===== src/flash_seq_pkg.sv =====
// Purpose: constants and types for the flash command sequence host
// Assumes: 200 MHz clock, parallel NOR flash with byte and word modes
// Notes:   command codes, unlock addresses, autoselect offsets, bus timing
package flash_seq_pkg;
	// ==========================================================
	// command codes on the low data byte
	localparam logic [7:0]  CODE_UL1      = 8'haa;
	localparam logic [7:0]  CODE_UL2      = 8'h55;
	localparam logic [7:0]  CODE_PROG     = 8'ha0;
	localparam logic [7:0]  CODE_BYPASS   = 8'h20;
	localparam logic [7:0]  CODE_SECURED  = 8'h88;
	localparam logic [7:0]  CODE_ERASE    = 8'h80;
	localparam logic [7:0]  CODE_CHIP     = 8'h10;
	localparam logic [7:0]  CODE_SECTOR   = 8'h30;
	localparam logic [7:0]  CODE_RESET    = 8'hf0;
	localparam logic [7:0]  CODE_AUTOSEL  = 8'h90;
	localparam logic [7:0]  CODE_EXIT     = 8'h00;
	localparam logic [7:0]  CODE_SUSPEND  = 8'hb0;
	localparam logic [7:0]  CODE_RESUME   = 8'h30;
	localparam logic [7:0]  CODE_CFI      = 8'h98;
	// ==========================================================
	// low address bits of command cycles, byte and word mode
	localparam logic [11:0] UL1_BYTE      = 12'haaa;
	localparam logic [11:0] UL2_BYTE      = 12'h555;
	localparam logic [11:0] UL1_WORD      = 12'h555;
	localparam logic [11:0] UL2_WORD      = 12'h2aa;
	localparam logic [11:0] CFI_ADDR      = 12'h055;
	localparam logic [11:0] AS_MFR_BYTE   = 12'h000;
	localparam logic [11:0] AS_DEV_BYTE   = 12'h002;
	localparam logic [11:0] AS_LOCK_BYTE  = 12'h006;
	localparam logic [11:0] AS_PROT_BYTE  = 12'h004;
	localparam logic [11:0] AS_MFR_WORD   = 12'h000;
	localparam logic [11:0] AS_DEV_WORD   = 12'h001;
	localparam logic [11:0] AS_LOCK_WORD  = 12'h003;
	localparam logic [11:0] AS_PROT_WORD  = 12'h002;
	localparam int          CMD_LOW_BITS  = 12;
	// ==========================================================
	// bus timing
	localparam int          CLK_MHZ       = 200;
	localparam int          T_AS_NS       = 10;
	localparam int          T_WP_NS       = 35;
	localparam int          T_WPH_NS      = 20;
	localparam int          T_ACC_NS      = 70;
	localparam logic [7:0]  AS_CYC        = 8'((T_AS_NS * CLK_MHZ + 999) / 1000);
	localparam logic [7:0]  WP_CYC        = 8'((T_WP_NS * CLK_MHZ + 999) / 1000);
	localparam logic [7:0]  WPH_CYC       = 8'((T_WPH_NS * CLK_MHZ + 999) / 1000);
	localparam logic [7:0]  ACC_CYC       = 8'((T_ACC_NS * CLK_MHZ + 999) / 1000);
	// ==========================================================
	typedef enum logic [4:0] {
		OP_READ, OP_RESET, OP_AS_MFR, OP_AS_DEV, OP_AS_LOCK, OP_AS_PROT,
		OP_SEC_ENTER, OP_SEC_EXIT, OP_PROGRAM, OP_BYP_ENTER, OP_BYP_PROG,
		OP_BYP_EXIT, OP_CHIP_ERASE, OP_SECTOR_ERASE, OP_SUSPEND, OP_RESUME, OP_CFI
	} op_t;
	typedef enum logic [2:0] {P_IDLE, P_SETUP, P_WPULSE, P_WHOLD, P_READ} phase_t;
endpackage : flash_seq_pkg


===== src/flash_seq_host.sv =====
// Purpose: host that issues flash command sequences on the parallel pins
// Assumes: one clock, synchronous active-high reset, flash pins in this clock
// Notes:   one request at a time; refused requests answer with RSP_ERR
// Notes on behaviour
// - byte mode unlock is AA@AAA, 55@555
// - third write A0 program, 20 bypass, 88 secured
// - erase: unlock, 80, unlock, 10 chip/30 sector
// - single F0 write resets; leaves autoselect
// - all cycles writes except plain and autoselect reads
// - autoselect: 90 at bank, then read offset
// - bypass program only inside bypass mode
// - only 90 then 00 leaves bypass
// - suspend B0 at bank, only during sector erase
// - resume 30 at bank, only when suspended
// - CFI 98@55 only when ready or autoselect
// - secured entry three writes, exit four writes
// - word mode unlock uses 555 and 2AA
`timescale 1ns/1ps
module flash_seq_host
	import flash_seq_pkg::*;
#(
	parameter int AW = 22
) (
	input  wire logic          CLK,
	input  wire logic          RESET,
	input  wire logic          CMD_VALID,
	output logic               CMD_READY,
	input  wire logic [4:0]    CMD_OP,
	input  wire logic [AW-1:0] CMD_ADDR,
	input  wire logic [15:0]   CMD_DATA,
	input  wire logic          BYTE_MODE,
	output logic               RSP_VALID,
	output logic               RSP_ERR,
	output logic [15:0]        RSP_DATA,
	output logic               BYPASS_ACTIVE,
	output logic               AUTOSEL_ACTIVE,
	output logic               SECURED_ACTIVE,
	output logic               ERASING,
	output logic               SUSPENDED,
	output logic [AW-1:0]      F_ADDR,
	output logic [15:0]        F_DQ_O,
	input  wire logic [15:0]   F_DQ_I,
	output logic               F_DQ_OE,
	output logic               F_CE_N,
	output logic               F_WE_N,
	output logic               F_OE_N
);
	// ==========================================================
	// state
	typedef struct packed {
		logic          rd;
		logic          last;
		logic [AW-1:0] a;
		logic [15:0]   d;
	} cyc_t;

	typedef struct packed {
		phase_t        phase;
		logic [2:0]    step;
		logic [7:0]    cnt;
		op_t           op;
		logic [AW-1:0] addr;
		logic [15:0]   data;
		logic          bm;
		logic          bypass;
		logic          autosel;
		logic          secured;
		logic          erasing;
		logic          suspended;
		logic          cfi;
		logic          rsp_valid;
		logic          rsp_err;
		logic [15:0]   rsp_data;
		logic [AW-1:0] f_addr;
		logic [15:0]   f_dq;
		logic          dq_oe;
		logic          ce_n;
		logic          we_n;
		logic          oe_n;
	} state_t;

	state_t st_reg;
	state_t st_next;
	cyc_t   cur;

	// ==========================================================
	// cycle table: address, data and direction of each step
	function automatic cyc_t cyc_of(op_t op, logic [2:0] s, logic bm, logic [AW-1:0] a, logic [15:0] d);
		cyc_t              c;
		logic [11:0]       u1;
		logic [11:0]       u2;
		logic [AW-1:0]     ca;
		logic [AW-1:0]     ba;
		logic              ul;
		u1 = bm ? UL1_BYTE : UL1_WORD;
		u2 = bm ? UL2_BYTE : UL2_WORD;
		// upper bits carry the bank; the flash ignores them on unlocks
		ba = {a[AW-1:CMD_LOW_BITS], 12'h000};
		ca = ba | AW'(u1);
		c = '{rd: 1'b0, last: 1'b0, a: '0, d: '0};
		ul = (s == 3'd0) || (s == 3'd1) ||
			((op == OP_CHIP_ERASE || op == OP_SECTOR_ERASE) && (s == 3'd3 || s == 3'd4));
		if (ul) begin
			c.a = ba | AW'((s == 3'd0 || s == 3'd3) ? u1 : u2);
			c.d = {8'h00, (s == 3'd0 || s == 3'd3) ? CODE_UL1 : CODE_UL2};
		end
		unique case (op)
			OP_READ: begin
				c = '{rd: 1'b1, last: 1'b1, a: a, d: '0};
			end
			OP_RESET: begin
				c = '{rd: 1'b0, last: 1'b1, a: a, d: {8'h00, CODE_RESET}};
			end
			OP_SUSPEND: begin
				c = '{rd: 1'b0, last: 1'b1, a: a, d: {8'h00, CODE_SUSPEND}};
			end
			OP_RESUME: begin
				c = '{rd: 1'b0, last: 1'b1, a: a, d: {8'h00, CODE_RESUME}};
			end
			OP_CFI: begin
				c = '{rd: 1'b0, last: 1'b1, a: AW'(CFI_ADDR), d: {8'h00, CODE_CFI}};
			end
			OP_PROGRAM: begin
				if (s == 3'd2) begin
					c.a = ca;
					c.d = {8'h00, CODE_PROG};
				end else if (s == 3'd3) begin
					c = '{rd: 1'b0, last: 1'b1, a: a, d: d};
				end
			end
			OP_AS_MFR, OP_AS_DEV, OP_AS_LOCK, OP_AS_PROT: begin
				if (s == 3'd2) begin
					c.a = ca;
					c.d = {8'h00, CODE_AUTOSEL};
				end else if (s == 3'd3) begin
					c.rd = 1'b1;
					c.last = 1'b1;
					unique case (op)
						OP_AS_MFR:  c.a = ba | AW'(bm ? AS_MFR_BYTE : AS_MFR_WORD);
						OP_AS_DEV:  c.a = ba | AW'(bm ? AS_DEV_BYTE : AS_DEV_WORD);
						OP_AS_LOCK: c.a = ba | AW'(bm ? AS_LOCK_BYTE : AS_LOCK_WORD);
						default:    c.a = ba | AW'(bm ? AS_PROT_BYTE : AS_PROT_WORD);
					endcase
				end
			end
			OP_SEC_ENTER, OP_BYP_ENTER: begin
				if (s == 3'd2) begin
					c.a = ca;
					c.d = {8'h00, (op == OP_SEC_ENTER) ? CODE_SECURED : CODE_BYPASS};
					c.last = 1'b1;
				end
			end
			OP_SEC_EXIT: begin
				if (s == 3'd2) begin
					c.a = ca;
					c.d = {8'h00, CODE_AUTOSEL};
				end else if (s == 3'd3) begin
					c = '{rd: 1'b0, last: 1'b1, a: a, d: {8'h00, CODE_EXIT}};
				end
			end
			OP_BYP_PROG: begin
				c = '{rd: 1'b0, last: (s == 3'd1), a: a,
					d: (s == 3'd0) ? {8'h00, CODE_PROG} : d};
			end
			OP_BYP_EXIT: begin
				c = '{rd: 1'b0, last: (s == 3'd1), a: a,
					d: {8'h00, (s == 3'd0) ? CODE_AUTOSEL : CODE_EXIT}};
			end
			OP_CHIP_ERASE, OP_SECTOR_ERASE: begin
				if (s == 3'd2) begin
					c.a = ca;
					c.d = {8'h00, CODE_ERASE};
				end else if (s == 3'd5) begin
					c.last = 1'b1;
					c.a = (op == OP_CHIP_ERASE) ? ca : a;
					c.d = {8'h00, (op == OP_CHIP_ERASE) ? CODE_CHIP : CODE_SECTOR};
				end
			end
		endcase
		return c;
	endfunction : cyc_of

	// ==========================================================
	// which requests the current mode allows
	function automatic logic allowed(op_t op, state_t r);
		logic ok;
		ok = 1'b1;
		if (r.bypass) begin
			// bypass mode is left only by its own two-write exit
			ok = (op == OP_READ) || (op == OP_BYP_PROG) || (op == OP_BYP_EXIT);
		end else begin
			unique case (op)
				OP_BYP_PROG, OP_BYP_EXIT: ok = 1'b0;
				OP_SUSPEND:               ok = r.erasing;
				OP_RESUME:                ok = r.suspended;
				OP_CFI:                   ok = r.autosel || (!r.erasing && !r.suspended && !r.cfi);
				OP_CHIP_ERASE, OP_SECTOR_ERASE: ok = !r.suspended && !r.autosel;
				default:                  ok = r.autosel ? (op == OP_READ || op == OP_RESET ||
					op == OP_AS_MFR || op == OP_AS_DEV || op == OP_AS_LOCK || op == OP_AS_PROT) : 1'b1;
			endcase
		end
		return ok;
	endfunction : allowed

	// ==========================================================
	// next state
	always_comb begin
		st_next = st_reg;
		st_next.rsp_valid = 1'b0;
		st_next.rsp_err = 1'b0;
		cur = cyc_of(st_reg.op, st_reg.step, st_reg.bm, st_reg.addr, st_reg.data);
		unique case (st_reg.phase)
			P_IDLE: begin
				if (CMD_VALID) begin
					st_next.op = op_t'(CMD_OP);
					st_next.addr = CMD_ADDR;
					st_next.data = CMD_DATA;
					st_next.bm = BYTE_MODE;
					st_next.step = 3'd0;
					// first setup edge only puts the pins out, full setup follows it
					st_next.cnt = AS_CYC;
					// refused requests never touch the pins, so no partial sequence is left
					// codes past the last op have no sequence behind them
					if (allowed(op_t'(CMD_OP), st_reg) && CMD_OP <= 5'(OP_CFI)) begin
						st_next.phase = P_SETUP;
					end else begin
						st_next.rsp_valid = 1'b1;
						st_next.rsp_err = 1'b1;
					end
				end
			end
			P_SETUP: begin
				st_next.f_addr = cur.a;
				st_next.f_dq = cur.d;
				st_next.dq_oe = !cur.rd;
				st_next.ce_n = 1'b0;
				if (st_reg.cnt != 8'd0) begin
					st_next.cnt = st_reg.cnt - 8'd1;
				end else if (cur.rd) begin
					st_next.phase = P_READ;
					st_next.oe_n = 1'b0;
					st_next.cnt = ACC_CYC - 8'd1;
				end else begin
					// address stable before WE falls; CE fell with the address
					st_next.phase = P_WPULSE;
					st_next.we_n = 1'b0;
					st_next.cnt = WP_CYC - 8'd1;
				end
			end
			P_WPULSE: begin
				if (st_reg.cnt != 8'd0) begin
					st_next.cnt = st_reg.cnt - 8'd1;
				end else begin
					// data still driven while both strobes rise together
					st_next.phase = P_WHOLD;
					st_next.we_n = 1'b1;
					st_next.ce_n = 1'b1;
					st_next.cnt = WPH_CYC - 8'd1;
				end
			end
			P_READ: begin
				if (st_reg.cnt != 8'd0) begin
					st_next.cnt = st_reg.cnt - 8'd1;
				end else begin
					st_next.rsp_data = F_DQ_I;
					st_next.oe_n = 1'b1;
					st_next.ce_n = 1'b1;
					st_next.phase = P_WHOLD;
					st_next.cnt = WPH_CYC - 8'd1;
				end
			end
			P_WHOLD: begin
				st_next.dq_oe = 1'b0;
				if (st_reg.cnt != 8'd0) begin
					st_next.cnt = st_reg.cnt - 8'd1;
				end else if (!cur.last) begin
					st_next.step = st_reg.step + 3'd1;
					st_next.phase = P_SETUP;
					st_next.cnt = AS_CYC;
				end else begin
					st_next.phase = P_IDLE;
					st_next.rsp_valid = 1'b1;
					unique case (st_reg.op)
						OP_RESET: begin
							st_next.autosel = 1'b0;
							st_next.cfi = 1'b0;
						end
						OP_AS_MFR, OP_AS_DEV, OP_AS_LOCK, OP_AS_PROT: st_next.autosel = 1'b1;
						OP_SEC_ENTER:    st_next.secured = 1'b1;
						OP_SEC_EXIT:     st_next.secured = 1'b0;
						OP_BYP_ENTER:    st_next.bypass = 1'b1;
						OP_BYP_EXIT:     st_next.bypass = 1'b0;
						OP_SECTOR_ERASE: st_next.erasing = 1'b1;
						OP_SUSPEND: begin
							st_next.erasing = 1'b0;
							st_next.suspended = 1'b1;
						end
						OP_RESUME: begin
							st_next.erasing = 1'b1;
							st_next.suspended = 1'b0;
						end
						OP_CFI:          st_next.cfi = 1'b1;
						default:         st_next.cfi = st_reg.cfi;
					endcase
				end
			end
		endcase
	end

	always_ff @(posedge CLK) begin
		if (RESET) begin
			st_reg <= '{phase: P_IDLE, op: OP_READ, ce_n: 1'b1, we_n: 1'b1, oe_n: 1'b1, default: '0};
		end else begin
			st_reg <= st_next;
		end
	end

	// ==========================================================
	// outputs
	assign CMD_READY      = (st_reg.phase == P_IDLE);
	assign RSP_VALID      = st_reg.rsp_valid;
	assign RSP_ERR        = st_reg.rsp_err;
	assign RSP_DATA       = st_reg.rsp_data;
	assign BYPASS_ACTIVE  = st_reg.bypass;
	assign AUTOSEL_ACTIVE = st_reg.autosel;
	assign SECURED_ACTIVE = st_reg.secured;
	assign ERASING        = st_reg.erasing;
	assign SUSPENDED      = st_reg.suspended;
	assign F_ADDR         = st_reg.f_addr;
	assign F_DQ_O         = st_reg.f_dq;
	assign F_DQ_OE        = st_reg.dq_oe;
	assign F_CE_N         = st_reg.ce_n;
	assign F_WE_N         = st_reg.we_n;
	assign F_OE_N         = st_reg.oe_n;

	logic unlocked_op;
	assign unlocked_op = !(st_reg.op inside {OP_READ, OP_RESET, OP_SUSPEND, OP_RESUME, OP_CFI,
		OP_BYP_PROG, OP_BYP_EXIT});
endmodule : flash_seq_host


===== config.mk =====
export PLATFORM = sky130hd
export DESIGN_NAME = flash_seq_host
export DESIGN_NICKNAME = d
export VERILOG_FILES = /design/src/flash_seq_pkg.sv /design/src/flash_seq_host.sv
export SDC_FILE = /design/constraint.sdc
export NUM_CORES = 1
export LEC_CHECK = 0
export BUFFER_PORTS_ARGS = -buffer_cell sky130_fd_sc_hd__buf_2
export CORE_UTILIZATION = 45
export CTS_BUF_LIST = sky130_fd_sc_hd__clkbuf_16
export DETAILED_ROUTE_END_ITERATION = 16
export PLACE_DENSITY = 0.64
export REMOVE_ABC_BUFFERS = 1
export SLEW_MARGIN = 40
export SYNTH_ARGS = -nofsm -noshare
export SYNTH_HDL_FRONTEND = slang
export SYNTH_SLANG_ARGS = --single-unit

===== constraint.sdc =====
create_clock -name CLK -period 8.1 [get_ports CLK]
set_clock_uncertainty 0.05 [all_clocks]
set_input_delay 1.62 -clock CLK [delete_from_list [all_inputs] [get_ports CLK]]
set_output_delay 1.62 -clock CLK [all_outputs]
set_load 0.02 [all_outputs]

## Yosys cells after proc, flatten, opt, wreduce, memory -nomap -nowiden

Index checks and enable logic that the tools add are counted.

- Bitwise logic cells: 8
- Multiplexer cells: 70
- Shift-type cells: 0
- Divide/modulo/power cells: 0
- $add $sub $neg: 2
- Order comparisons: 1
- Eq/ne operators: 48
- Reduce and logical (&&, ||, !) cells: 61
- Multiply operators: 0

Operators with widths:

| operator | count |
|---|---|
| $pmux 39 s12 | 1 |
| $mux 39 | 4 |
| $mux 38 | 4 |
| $eq 5x4->1 const B | 14 |
| $pmux 22 s3 | 1 |
| $mux 58 | 1 |
| $mux 8 | 6 |
| $mux 22 | 2 |
| $or 22x12->22 | 2 |
| $or 22x3->22 | 2 |
| $reduce_and 4->1 | 9 |
| $mux 16 | 2 |
| $pmux 8 s4 | 1 |
| $eq 5x3->1 const B | 6 |
| $mux 12 | 2 |
| $mux 24 | 1 |
| $mux 11 | 2 |
| $or 22x2->22 | 1 |
| $eq 5x2->1 const B | 4 |
| $pmux 1 s2 | 10 |
| $reduce_bool 2->1 | 10 |
| $mux 3 | 6 |
| $ne 2x2->1 const B | 9 |
| $logic_or 1x1->1 | 13 |
| 32 further kinds | 77 |

- Memories: 0
- Word-level logic and storage cells: 212
- Input bits: 63
- Memory bits (read-only): 0
- RAM bits: 0
- Latch bits: 0
- Flip-flop bits (word level): 124

## Depth between registers and ports, before layout

Gate-level depths: netlist of run 1.

- Depth after elaboration: 15
- Mapped depth: 13

## Least setup slack after synthesis of run 1

OpenSTA, ideal clock, no wires.

- Kind: input port to flip-flop
- From: in CMD_OP[3]
- To: reg st_reg[123] (netlist bit)
- Setup slack: 4.968 ns
- Stages on the path: 6
- Library setup time: 0.116 ns
- Path buffers: 0
- Data arrival time: 2.966 ns
- Path through: or3_1 > a2111oi_0 > a311oi_1 > a21oi_1 > nor3b_1 > a31o_2

- Word-level cells in the longest chain between the ends: 14
- Elaborated cells on any way between the ends: 31
- Classes of those cells: order compare: 1; eq/ne: 13; mux: 5; reduce/logical: 12

Ends and longest elaborated chain:

| what | RTL line | text |
|---|---|---|
| start: declaration | flash_seq_host.sv:28 | `input wire logic [4:0] CMD_OP,` |
| $eq 5x1->1 / $logic_not 5->1 (equally long branches) | flash_seq_host.sv:198, flash_seq_host.sv:190 |  |
| $logic_or 1x1->1 (2 in a row) | flash_seq_host.sv:198 | `default: ok = r.autosel ? (op == OP_READ \|\| op == OP_RESET \|\|` |
| $logic_or 1x1->1 (3 in a row) | flash_seq_host.sv:199 | `op == OP_AS_MFR \|\| op == OP_AS_DEV \|\| op == OP_AS_LOCK \|\| op == OP_AS_PROT) : 1'b1;` |
| $mux 1 | flash_seq_host.sv:198 |  |
| $pmux 1 s5 | flash_seq_host.sv:192 | `unique case (op)` |
| $mux 1 | flash_seq_host.sv:188 | `if (r.bypass) begin` |
| $mux 1 | flash_seq_host.sv:214 | `if (CMD_VALID) begin` |
| $mux 1 | flash_seq_host.sv:212 | `unique case (st_reg.phase)` |
| $logic_and 1x1->1 (*) | flash_seq_host.sv:224 | `if (allowed(op_t'(CMD_OP), st_reg) && CMD_OP <= 5'(OP_CFI)) begin` |
| $ne 2x1->1 (no source line) (*) | n/a |  |
| $reduce_and 5->1 (no source line) (*) | n/a |  |
| end signal: assignment | flash_seq_host.sv:314 | `st_reg <= st_next;` |
| end: declaration | flash_seq_host.sv:82 | `state_t st_reg;` |

Every way passes the cells marked *; elsewhere a longest branch is shown, timed or not. The select of a mux whose other input is x is not followed.
A chain may end at the register's enable or synchronous reset.

## Worst setup path after layout of run 1

- From: reg st_reg[120] (netlist bit)
- To: reg st_reg, in the netlist F_ADDR[8]

- Word-level cells in the longest chain between the ends: 8
- Elaborated cells on any way between the ends: 24
- Classes of those cells: eq/ne: 5; mux: 12; bitwise: 1; reduce/logical: 6

Ends and longest elaborated chain:

| what | RTL line | text |
|---|---|---|
| $eq 3x2->1, or another cell as far along | n/a |  |
| $logic_or 1x1->1 (on tied branches) | flash_seq_host.sv:104, flash_seq_host.sv:102 |  |
| $mux 12 / $logic_and 1x1->1 (equally long branches) | flash_seq_host.sv:104, flash_seq_host.sv:102 |  |
| $or 22x12->22 / $logic_or 1x1->1 (equally long branches) | flash_seq_host.sv:104, flash_seq_host.sv:101 |  |
| $mux 38 | flash_seq_host.sv:103 | `if (ul) begin` |
| $mux 39, or another cell as far along | flash_seq_host.sv:173 | `end else if (s == 3'd5) begin` |
| $mux 38, or another cell as far along | flash_seq_host.sv:170 | `if (s == 3'd2) begin` |
| $pmux 39 s12 (*) | flash_seq_host.sv:107 | `unique case (op)` |

Every way passes the cells marked *; elsewhere a longest branch is shown, timed or not.

==> metrics.txt, run 1 <==
nets@finish 1,015; Sink Count between 100 and 150; Max Used Layer met4; Yosys reg bits between 100 and 150; H-tree levels 4; Pwr Density 299 nW/um^2; post-cts resize count 0; fin. max-slew vios 0; worst-margin pin slew about 0.76 ns; Post-route DRC 0; Syn Inst Count 902; DRT met1 WL roughly 9400 um; start point of the worst hold path st_reg[75]; register area share after synthesis 0.356; Slew headroom 0.495; outcome completed; EDFF count, synth 0; total power roughly 0.0023 W; Period minus WS final 3.89 ns; GP Congestion a little under 1; die area about 16,000 um^2; routed len/inst ~17 um; worst reg2reg setup slack ~4.2 ns; Post-Syn Area roughly 7000 um^2; DP Cell Count 1,112; Crit Path Class reg2reg; IO Port Bufs 128; Area growth syn-to-layout 12.5%; WL final between 15,000 and 20,000 um; first-pass GRT wire length approximately 32,000 um; Final Hold Fails 0; cts bufs inserted 17; HP Class reg2reg; type of origin of the critical path flop; Leak 3.09 nW; fmax around 260 MHz; Clock transition at path regs around 0.06 ns; via count 6,691; Hold Path Depth 2; clk root buf clkbuf_16; Crit. End Element flop; Bufs on Longest Clock Path 2; Post-DRT Antenna Nets 0; capturing point of the worst reg2reg path F_ADDR[8]; Hold Path End st_reg[75]; Setup Total Neg Slack 0 ns; P_sw approximately 0.00093 W; met3 routed WL around 1100 um; Vias/cell 5.85; initial antenna violation count 0; Die Width approximately 130 um; final setup fails 0; metal2 WL 8910 um; P_int 0.00142 W; clock group share of total power 0.315; Detailed Place HPWL between 10,000 and 15,000 um; clk_lat worst skew 0.42 ns; Main synth FF type dfxtp_1; drt first pass iters 5; combinational share of power 0.357; asr flop ratio synth 0; Hold-fix buffers, CTS 0; Final Non-Filler Cells 1,144; WP data arrival 4.13 ns; Seq pwr share 0.329; library cells used by synthesis 77; Post-CTS Setup Inserts 0; CP required ~8.3 ns; Tcrit/Tclk final 0.481; max reg flops between 50 and 60; worst reg2reg path depth 11; placement row count 45; proportion of layout cells with a drive suffix above 1 0.204; CP startpoint st_reg[120]; number of global-route vias before repair 6,078; core area around 15,000 um^2; Peak VDD IR 0.187 mV; Yosys warnings 0; diodes inserted 0; Starting Density 0.461; # IOs roughly 130; CTS tree built; synthesized area per cell roughly 7.7 um^2; Die Ht 127 um; detailed router's first-iteration violation count 781; final core occ 0.518; Worst Path Max Fanout 18; Global Route Usage Sum 0.247; Max Cap Viol 0; total grt overflow 0; reg2reg start st_reg[120]; switch share 0.396; final hold slack 0.401 ns; largest net degree at the start of global routing between 60 and 70; RSZ-0062 raised after global routing false
critical path, stage by stage, from the launching register on:
cell and delay [ns]:
dfxtp_1 0.71, inv_1 0.17, ha_1 0.47, nor2_1 0.35
inv_1 0.12, ha_1 0.34, nand2b_1 0.09, o21ai_1 0.13
nor3_1 0.61, nor2_1 0.15, a211oi_1 0.45, a221oi_1 0.13
synthesized netlist by cell type, types with 5 or more instances:
library cell  instances  area [um^2]
o221ai_1              5         43.8
and3_1                5         31.3
nand3b_1              5         37.5
nand4_1              10         62.6
a2111oi_0             5         43.8
nor2b_1              10         62.6
a211o_1               6         52.6
o211ai_1              8         60.1
a22oi_1              10         75.1
ha_1                  9          113
a311oi_1              5         43.8
nor3_1               17         85.1
buf_1                 6         22.5
o22ai_1               6         37.5
a21oi_1             119          596
a22o_1               13          114
a221oi_1              5         43.8
mux2i_1               5         50.1
a211oi_1              7         52.6
nand2_1             167          627
buf_2                10         50.1
or3_1                 6         37.5
a21o_1                7         52.6
dfxtp_1             124         2480
nor2_1               52          195
nand2b_1              9         56.3
o21ai_0              30          150
o31ai_1              10         75.1
nand3_1              18         90.1
buf_4                55          413
a221o_1               5         50.1
clkbuf_1             42          158
a31oi_1              13         81.3
xor2_1                5         43.8
inv_1                15         56.3
cell type report:
cell class / count / area [um^2]
timing repair buffer: 139 / 729
sequential: 124 / 2480
inverter: 18 / 67.6
tap: 188 / 235
clock buffer: 17 / 425
multi-input combinational: 643 / 3760
fill: 1487 / 7300
clock inverter: 15 / 148
through the flow:
stage	instance area, um^2	setup WS, ns
after floorplan	6290	4.97
after global placement	7250	4.32
after detailed placement	7270	4.31
after CTS	7850	4.32
after global routing	7850	3.87
final	7850	4.21
worst max path at each step:
stage	cells after the start	to	slack [ns]
3_3_place_gp	6	F_DQ_O[2]	4.32
5_1_grt	11	F_ADDR[2]	3.87
6_report	11	F_ADDR[8]	4.21
4_1_cts	11	F_ADDR[8]	4.32
2_1_floorplan	6	st_reg[123]	4.97
3_5_place_dp	6	F_DQ_O[6]	4.31
cells by family after synthesis:
group | after synthesis | synth area share
xor+xnor | 6 | 0.00753
buf+inv | 135 | 0.108
mux | 5 | 0.00717
compound gates | 298 | 0.285
simple gates | 325 | 0.221
fa+ha+maj | 9 | 0.0161
flops | 124 | 0.356
placed cells by master (no fill, tap or decap), types with 7 or more instances in the layout:
master     netlist  final
nand2_1        167    166
nand3_1         18     18
buf_4           55     11
nor3_1          17     15
dfxtp_1        124    124
inv_1           15     15
buf_2           10    127
a22oi_1         10     10
o211ai_1         8      8
nand4_1         10     10
a31oi_1         13     13
a211oi_1         7      7
o21ai_0         30     30
nor2_1          52     52
nand2b_1         9      9
o31ai_1         10     10
a21o_1           7      7
a21oi_1        119    119
ha_1             9      9
clkbuf_16        0     17
nor2b_1         10     10
a22o_1          13     13
metal layers:
layer / vias to the layer above / global-route usage
met5: - / 0
met4: 0 / 0.0794
met3: 19 / 0.0493
met2: 237 / 0.362
met1: 3145 / 0.361
li1: 3290 / -
power by group through the flow:
stage | sequential (W) | combinational (W) | clock, W
floorplan | 0.000832 | 0.000498 | 0
global route | 0.000784 | 0.000916 | 0.000780
detailed placement | 0.000781 | 0.000823 | 0
CTS | 0.000770 | 0.000827 | 0.000750
finish | 0.000771 | 0.000836 | 0.000738
global placement | 0.000783 | 0.000814 | 0
Power figures use the tool's default switching activity.
==> run 2: changes to the inputs <==
Clock period 8.1 ns to 3.8 ns, I/O delays scaled along.
==> run 2 against run 1 <==
Fmax grew 11%. Sequential cell count unchanged. Via count rose by 1.0%. Critical path depth is 1 higher. Core utilization is 0.38 points higher. Sequential share of layout area down 0.18 points. Worst hold slack is essentially flat. Critical endpoint is now F_ADDR[2].
==> metrics.txt, run 2 (synthesis results as in run 1) <==
P_int 0.00309 W (was 0.00142 W); GP Congestion 0.958 (was 0.974); IO Port Bufs 128 (unchanged); worst path buffer plus inverter count 2 (unchanged); total grt overflow 0 (unchanged); Hold Path End RSP_DATA[7] (was st_reg[75]); Post-CTS Setup Inserts 0 (unchanged); Detailed Place HPWL 13,400 um (was 12,900 um); combinational share of power 0.343 (was 0.357); Hold-fix buffers, CTS 0 (unchanged); Worst Path Max Fanout 8 (was 18); Die Ht 127 um (unchanged); RSZ-0062 raised after global routing false (unchanged); Final Hold Fails 0 (unchanged); Seq pwr share 0.338 (was 0.329); WL final 19,500 um (was 19,600 um); outcome completed (unchanged); delay-heaviest family, CP simple AND/OR/NAND/NOR gates (unchanged); commonest non-fill, non-tap cells in the layout nand2_1 (166), buf_2 (127), dfxtp_1 (121) (was nand2_1 (166), buf_2 (127), dfxtp_1 (124)); Post-route DRC 0 (unchanged); clk_lat worst skew 0.43 ns (was 0.42 ns); final core occ 0.522 (was 0.518); Crit. End Element flop (unchanged); Slowest-stage cell, CP nor3_1 (was dfxtp_1); proportion of layout cells with a drive suffix above 1 0.209 (was 0.204); die area 16,000 um^2 (unchanged); clk root buf clkbuf_16 (unchanged); Fillers 1,484 (was 1,487); number of global-route vias before repair 5,956 (was 6,078); Sink Count 124 (unchanged); placement row count 45 (unchanged); start point of the worst hold path RSP_DATA[7] (was st_reg[75]); nets@finish 1,023 (was 1,015); Clock transition at path regs 0.07 ns (was 0.06 ns); dpl cell area 7330 um^2 (was 7270 um^2); Bufs on Longest Clock Path 2 (unchanged); worst reg2reg path depth 12 (was 11); WP data arrival 3.75 ns (was 4.13 ns); core area 15,100 um^2 (unchanged); Die Width 127 um (unchanged); Post-DRT Antenna Nets 0 (unchanged); initial antenna violation count 0 (unchanged); cts bufs inserted 17 (unchanged); type of origin of the critical path flop (unchanged); worst-margin pin slew 0.719 ns (was 0.757 ns); crit-path max cell delay 0.57 ns (was 0.71 ns); Global Route Usage Sum 0.245 (was 0.247); drt first pass iters 5 (unchanged); commonest non-fill, non-tap cell in the layout nand2_1 (unchanged); post-cts resize count 0 (unchanged); Pwr Density 638 nW/um^2 (was 299 nW/um^2); Peak VDD IR 0.347 mV (was 0.187 mV); detailed router's first-iteration violation count 680 (was 781); H-tree levels 4 (unchanged); Vias/cell 5.88 (was 5.85); diodes inserted 0 (unchanged); Leak 3.14 nW (was 3.09 nW); first-pass GRT wire length 31,200 um (was 32,000 um); Max Cap Viol 0 (unchanged); final setup fails 0 (unchanged); CP required 4.05 ns (was 8.34 ns); Area growth syn-to-layout 13.3% (was 12.5%); switch share 0.388 (was 0.396); clock group share of total power 0.320 (was 0.315); Period minus WS final 3.50 ns (was 3.89 ns); largest net degree at the start of global routing 48 (was 65); final hold slack 0.401 ns (about the same); via count 6,761 (was 6,691); Starting Density 0.461 (unchanged); Hold Path Depth 2 (unchanged); post-route cell area 7910 um^2 (was 7850 um^2); CTS tree built (unchanged); # IOs 129 (unchanged); Crit Path Class reg2reg (unchanged); reg2reg start st_reg[118] (was st_reg[120]); fin. max-slew vios 0 (unchanged); Tcrit/Tclk final 0.921 (was 0.481); routed len/inst 16.9 um (was 17.2 um); Setup Total Neg Slack 0 ns (unchanged); HP Class reg2reg (unchanged); crit-path cells inv_1 > ha_1 > nor2b_1 > nor2_1 > inv_1 > ha_1 > nand2b_1 > o21ai_1 > nor3_1 > a211oi_1 > a2111oi_0 > a21oi_1 (was inv_1 > ha_1 > nor2_1 > inv_1 > ha_1 > nand2b_1 > o21ai_1 > nor3_1 > nor2_1 > a211oi_1 > a221oi_1); fmax 286 MHz (was 257 MHz); Slew headroom 0.518 (was 0.495); total power 0.00504 W (was 0.00235 W); P_sw 0.00196 W (was 0.000930 W); worst reg2reg setup slack 0.30 ns (was 4.21 ns); Sequential cell area 2490 um^2 (was 2480 um^2); multi-input gate area in the final layout 3750 um^2 (was 3760 um^2); max reg flops 59 (unchanged); capturing point of the worst reg2reg path F_ADDR[2] (was F_ADDR[8])
-- run 2: layout make-up --
class | count | share of cell area
Clock buffer | 17 | 0.0538
Clock inverter | 13 | 0.0192
Inverter | 18 | 0.00855
Multi-Input combinational cell | 643 | 0.475
Sequential cell | 124 | 0.314
Tap cell | 188 | 0.0298
Timing Repair Buffer | 147 | 0.0994
-- run 2: worst max path at each step --
stage | startpoint | to | slack (ns) | cells after the start
after detailed placement | st_reg[118] | F_ADDR[8] | 0.40 | 12
final | st_reg[118] | F_ADDR[2] | 0.30 | 12
after floorplan | st_reg[120] | F_ADDR[8] | 0.68 | 11
after CTS | st_reg[118] | F_ADDR[2] | 0.39 | 12
after global placement | st_reg[118] | F_ADDR[8] | 0.51 | 12
after global routing | st_reg[118] | F_ADDR[8] | 0.13 | 12
-- run 2: power groups by stage --
| stage | combinational, W | sequential [W] | clock (W) |
|---|---|---|---|
| 2_1_floorplan | 0.00106 | 0.00177 | 0 |
| 3_3_place_gp | 0.00170 | 0.00172 | 0 |
| 3_5_place_dp | 0.00171 | 0.00172 | 0 |
| 4_1_cts | 0.00172 | 0.00170 | 0.00164 |
| 5_1_grt | 0.00190 | 0.00173 | 0.00171 |
| 6_report | 0.00173 | 0.00170 | 0.00161 |
-- run 2: routing by layer --
layer	vias up	share of wire	global-route usage
met5	-	0	0
met4	0	0.023	0.0893
met3	43	0.081	0.0637
met2	276	0.44	0.370
met1	3146	0.46	0.336
li1	3296	-	-
-- run 2: worst register-to-register path, stage by stage (launching register included) --
cell and delay, ns:
dfxtp_1 0.36, inv_1 0.12, ha_1 0.32, nor2b_1 0.48
nor2_1 0.20, inv_1 0.12, ha_1 0.27, nand2b_1 0.09
o21ai_1 0.11, nor3_1 0.57, a211oi_1 0.10, a2111oi_0 0.45
a21oi_1 0.14
-- run 2: through the flow --
stage / setup WS [ns] / std cells
4_1_cts: 0.385 / 1150
5_1_grt: 0.132 / 1150
6_report: 0.298 / 1150
3_3_place_gp: 0.510 / 1119
3_5_place_dp: 0.398 / 1120
2_1_floorplan: 0.680 / 785
==> run 3: changes to the inputs <==
Settings changed: PLACE_DENSITY 0.64 to 0.78.
==> run 3 against run 2 <==
Final cell count grew 0.26%. Wire length grew 1.4%. First-iteration DRC count grew 5.7%. Final area shrank 0.11%. Global-route usage is essentially flat. Critical path depth is the same. Largest power group unchanged.
==> metrics.txt, run 3 (synthesis results as in run 1) <==
die area 16,000 um^2 (unchanged); placement row count 45 (unchanged); Die Width 127 um (unchanged); Tcrit/Tclk final 0.877 (was 0.921); GP Congestion 0.995 (was 0.958); via count 6,821 (was 6,761); Global Route Usage Sum 0.245 (about the same); WL final 19,800 um (was 19,500 um); first-pass GRT wire length 31,500 um (was 31,200 um); Die Ht 127 um (unchanged); Crit. End Element flop (unchanged); proportion of layout cells with a drive suffix above 1 0.210 (was 0.209); dpl cell area 7330 um^2 (about the same); number of global-route vias before repair 6,159 (was 5,956); drt first pass iters 5 (unchanged); P_sw 0.00198 W (was 0.00196 W); worst-margin pin slew 0.783 ns (was 0.719 ns); final setup fails 0 (unchanged); Worst Path Max Fanout 8 (unchanged); combinational share of power 0.351 (was 0.343); detailed router's first-iteration violation count 719 (was 680); Crit Path Class reg2reg (unchanged); Post-DRT Antenna Nets 0 (unchanged); CP required 4.05 ns (about the same); largest net degree at the start of global routing 42 (was 48); routed len/inst 17.1 um (was 16.9 um); Max Used Layer met4 (unchanged); initial antenna violation count 0 (unchanged); diodes inserted 0 (unchanged); RSZ-0062 raised after global routing false (unchanged); Sink Count 124 (unchanged); Post-CTS Setup Inserts 0 (unchanged); Seq pwr share 0.341 (was 0.338); Post-route DRC 0 (unchanged); Pwr Density 633 nW/um^2 (was 638 nW/um^2); final hold slack 0.400 ns (was 0.401 ns); Setup Total Neg Slack 0 ns (unchanged); post-route cell area 7900 um^2 (was 7910 um^2); WP data arrival 3.58 ns (was 3.75 ns); Bufs on Longest Clock Path 2 (unchanged); max reg flops 59 (unchanged); clock group share of total power 0.309 (was 0.320); type of origin of the critical path flop (unchanged); Area growth syn-to-layout 13.2% (was 13.3%); fin. max-slew vios 0 (unchanged); H-tree levels 4 (unchanged); Period minus WS final 3.33 ns (was 3.50 ns); HP Class reg2reg (unchanged); IO Port Bufs 128 (unchanged); Detailed Place HPWL 13,500 um (was 13,400 um); Max Cap Viol 0 (unchanged); Starting Density 0.461 (unchanged); outcome completed (unchanged); fmax 300 MHz (was 286 MHz); commonest non-fill, non-tap cell in the layout nand2_1 (unchanged); clk_lat worst skew 0.42 ns (was 0.43 ns); P_int 0.00302 W (was 0.00309 W); metal2 WL 8980 um (was 8530 um); Final Hold Fails 0 (unchanged); Vias/cell 5.92 (was 5.88); core area 15,100 um^2 (unchanged); nets@finish 1,024 (was 1,023); CTS tree built (unchanged); DRT met1 WL 8760 um (was 8930 um); switch share 0.395 (was 0.388); Slew headroom 0.477 (was 0.518); # IOs 129 (unchanged); cts bufs inserted 17 (unchanged); Clock transition at path regs 0.06 ns (was 0.07 ns); commonest non-fill, non-tap cells in the layout nand2_1 (166), buf_2 (127), dfxtp_1 (122) (was nand2_1 (166), buf_2 (127), dfxtp_1 (121)); met3 routed WL 1460 um (was 1570 um); total grt overflow 0 (unchanged); Leak 3.14 nW (about the same); clk root buf clkbuf_16 (unchanged); Peak VDD IR 0.383 mV (was 0.347 mV)
[run 3: path summary, 6_finish.rpt]
check | start | endpoint | slack [ns] | depth (start not counted)
max | st_reg[118] | F_ADDR[2] | 0.47 | 12
min | RSP_DATA[3] | RSP_DATA[3] | 0.40 | 2
max reg2reg | st_reg[118] | F_ADDR[2] | 0.47 | 12
min reg2reg | RSP_DATA[3] | RSP_DATA[3] | 0.40 | 2
[run 3: power by group through the flow]
stage          Combinational, W  Sequential, W  Clock [W]
2_1_floorplan           0.00106        0.00177          0
3_3_place_gp            0.00169        0.00172          0
3_5_place_dp            0.00171        0.00172          0
4_1_cts                 0.00172        0.00169    0.00156
5_1_grt                 0.00191        0.00173    0.00162
6_report                0.00175        0.00170    0.00154
[run 3: cell type report]
type	instances	area [um^2]
Inverter	18	67.6
Sequential cell	124	2480
Tap cell	188	235
Multi-Input combinational cell	643	3750
Timing Repair Buffer	148	797
Clock buffer	17	425
Clock inverter	15	133
Fill cell	1452	7250
[run 3: what timing repair did]
| item | 4_1_cts | 5_1_grt |
|---|---|---|
| setup endpoints to repair | 0 | 1 |
| resized for setup | 0 | 1 |
| hold buffers | 0 | 0 |
[run 3: worst max-delay path: stages, from the launching register on]
cell and delay, ns:
dfxtp_1 0.41, inv_1 0.11, ha_1 0.30, nor2b_1 0.24, nor2_1 0.33, inv_1 0.13
ha_1 0.34, nand2b_1 0.09, o21ai_1 0.13, nor3_2 0.43, a211oi_1 0.09, a2111oi_0 0.44
a21oi_1 0.13
[run 3: per-stage QoR]
stage                     total power (W)  setup WS (ns)  cells   util
after floorplan                   0.00283          0.680    785      -
after global placement            0.00340          0.503   1120  0.483
after detailed placement          0.00343          0.357   1121  0.484
after CTS                         0.00498          0.345   1153  0.521
after global routing              0.00526         0.0574   1153  0.521
final                             0.00500          0.466   1153  0.521
[run 3: metal layers]
metal / track usage / vias to the layer above
met3: 0.0553 / 39
met5: 0 / -
met4: 0.119 / 0
met1: 0.326 / 3211
li1: - / 3298
met2: 0.376 / 273
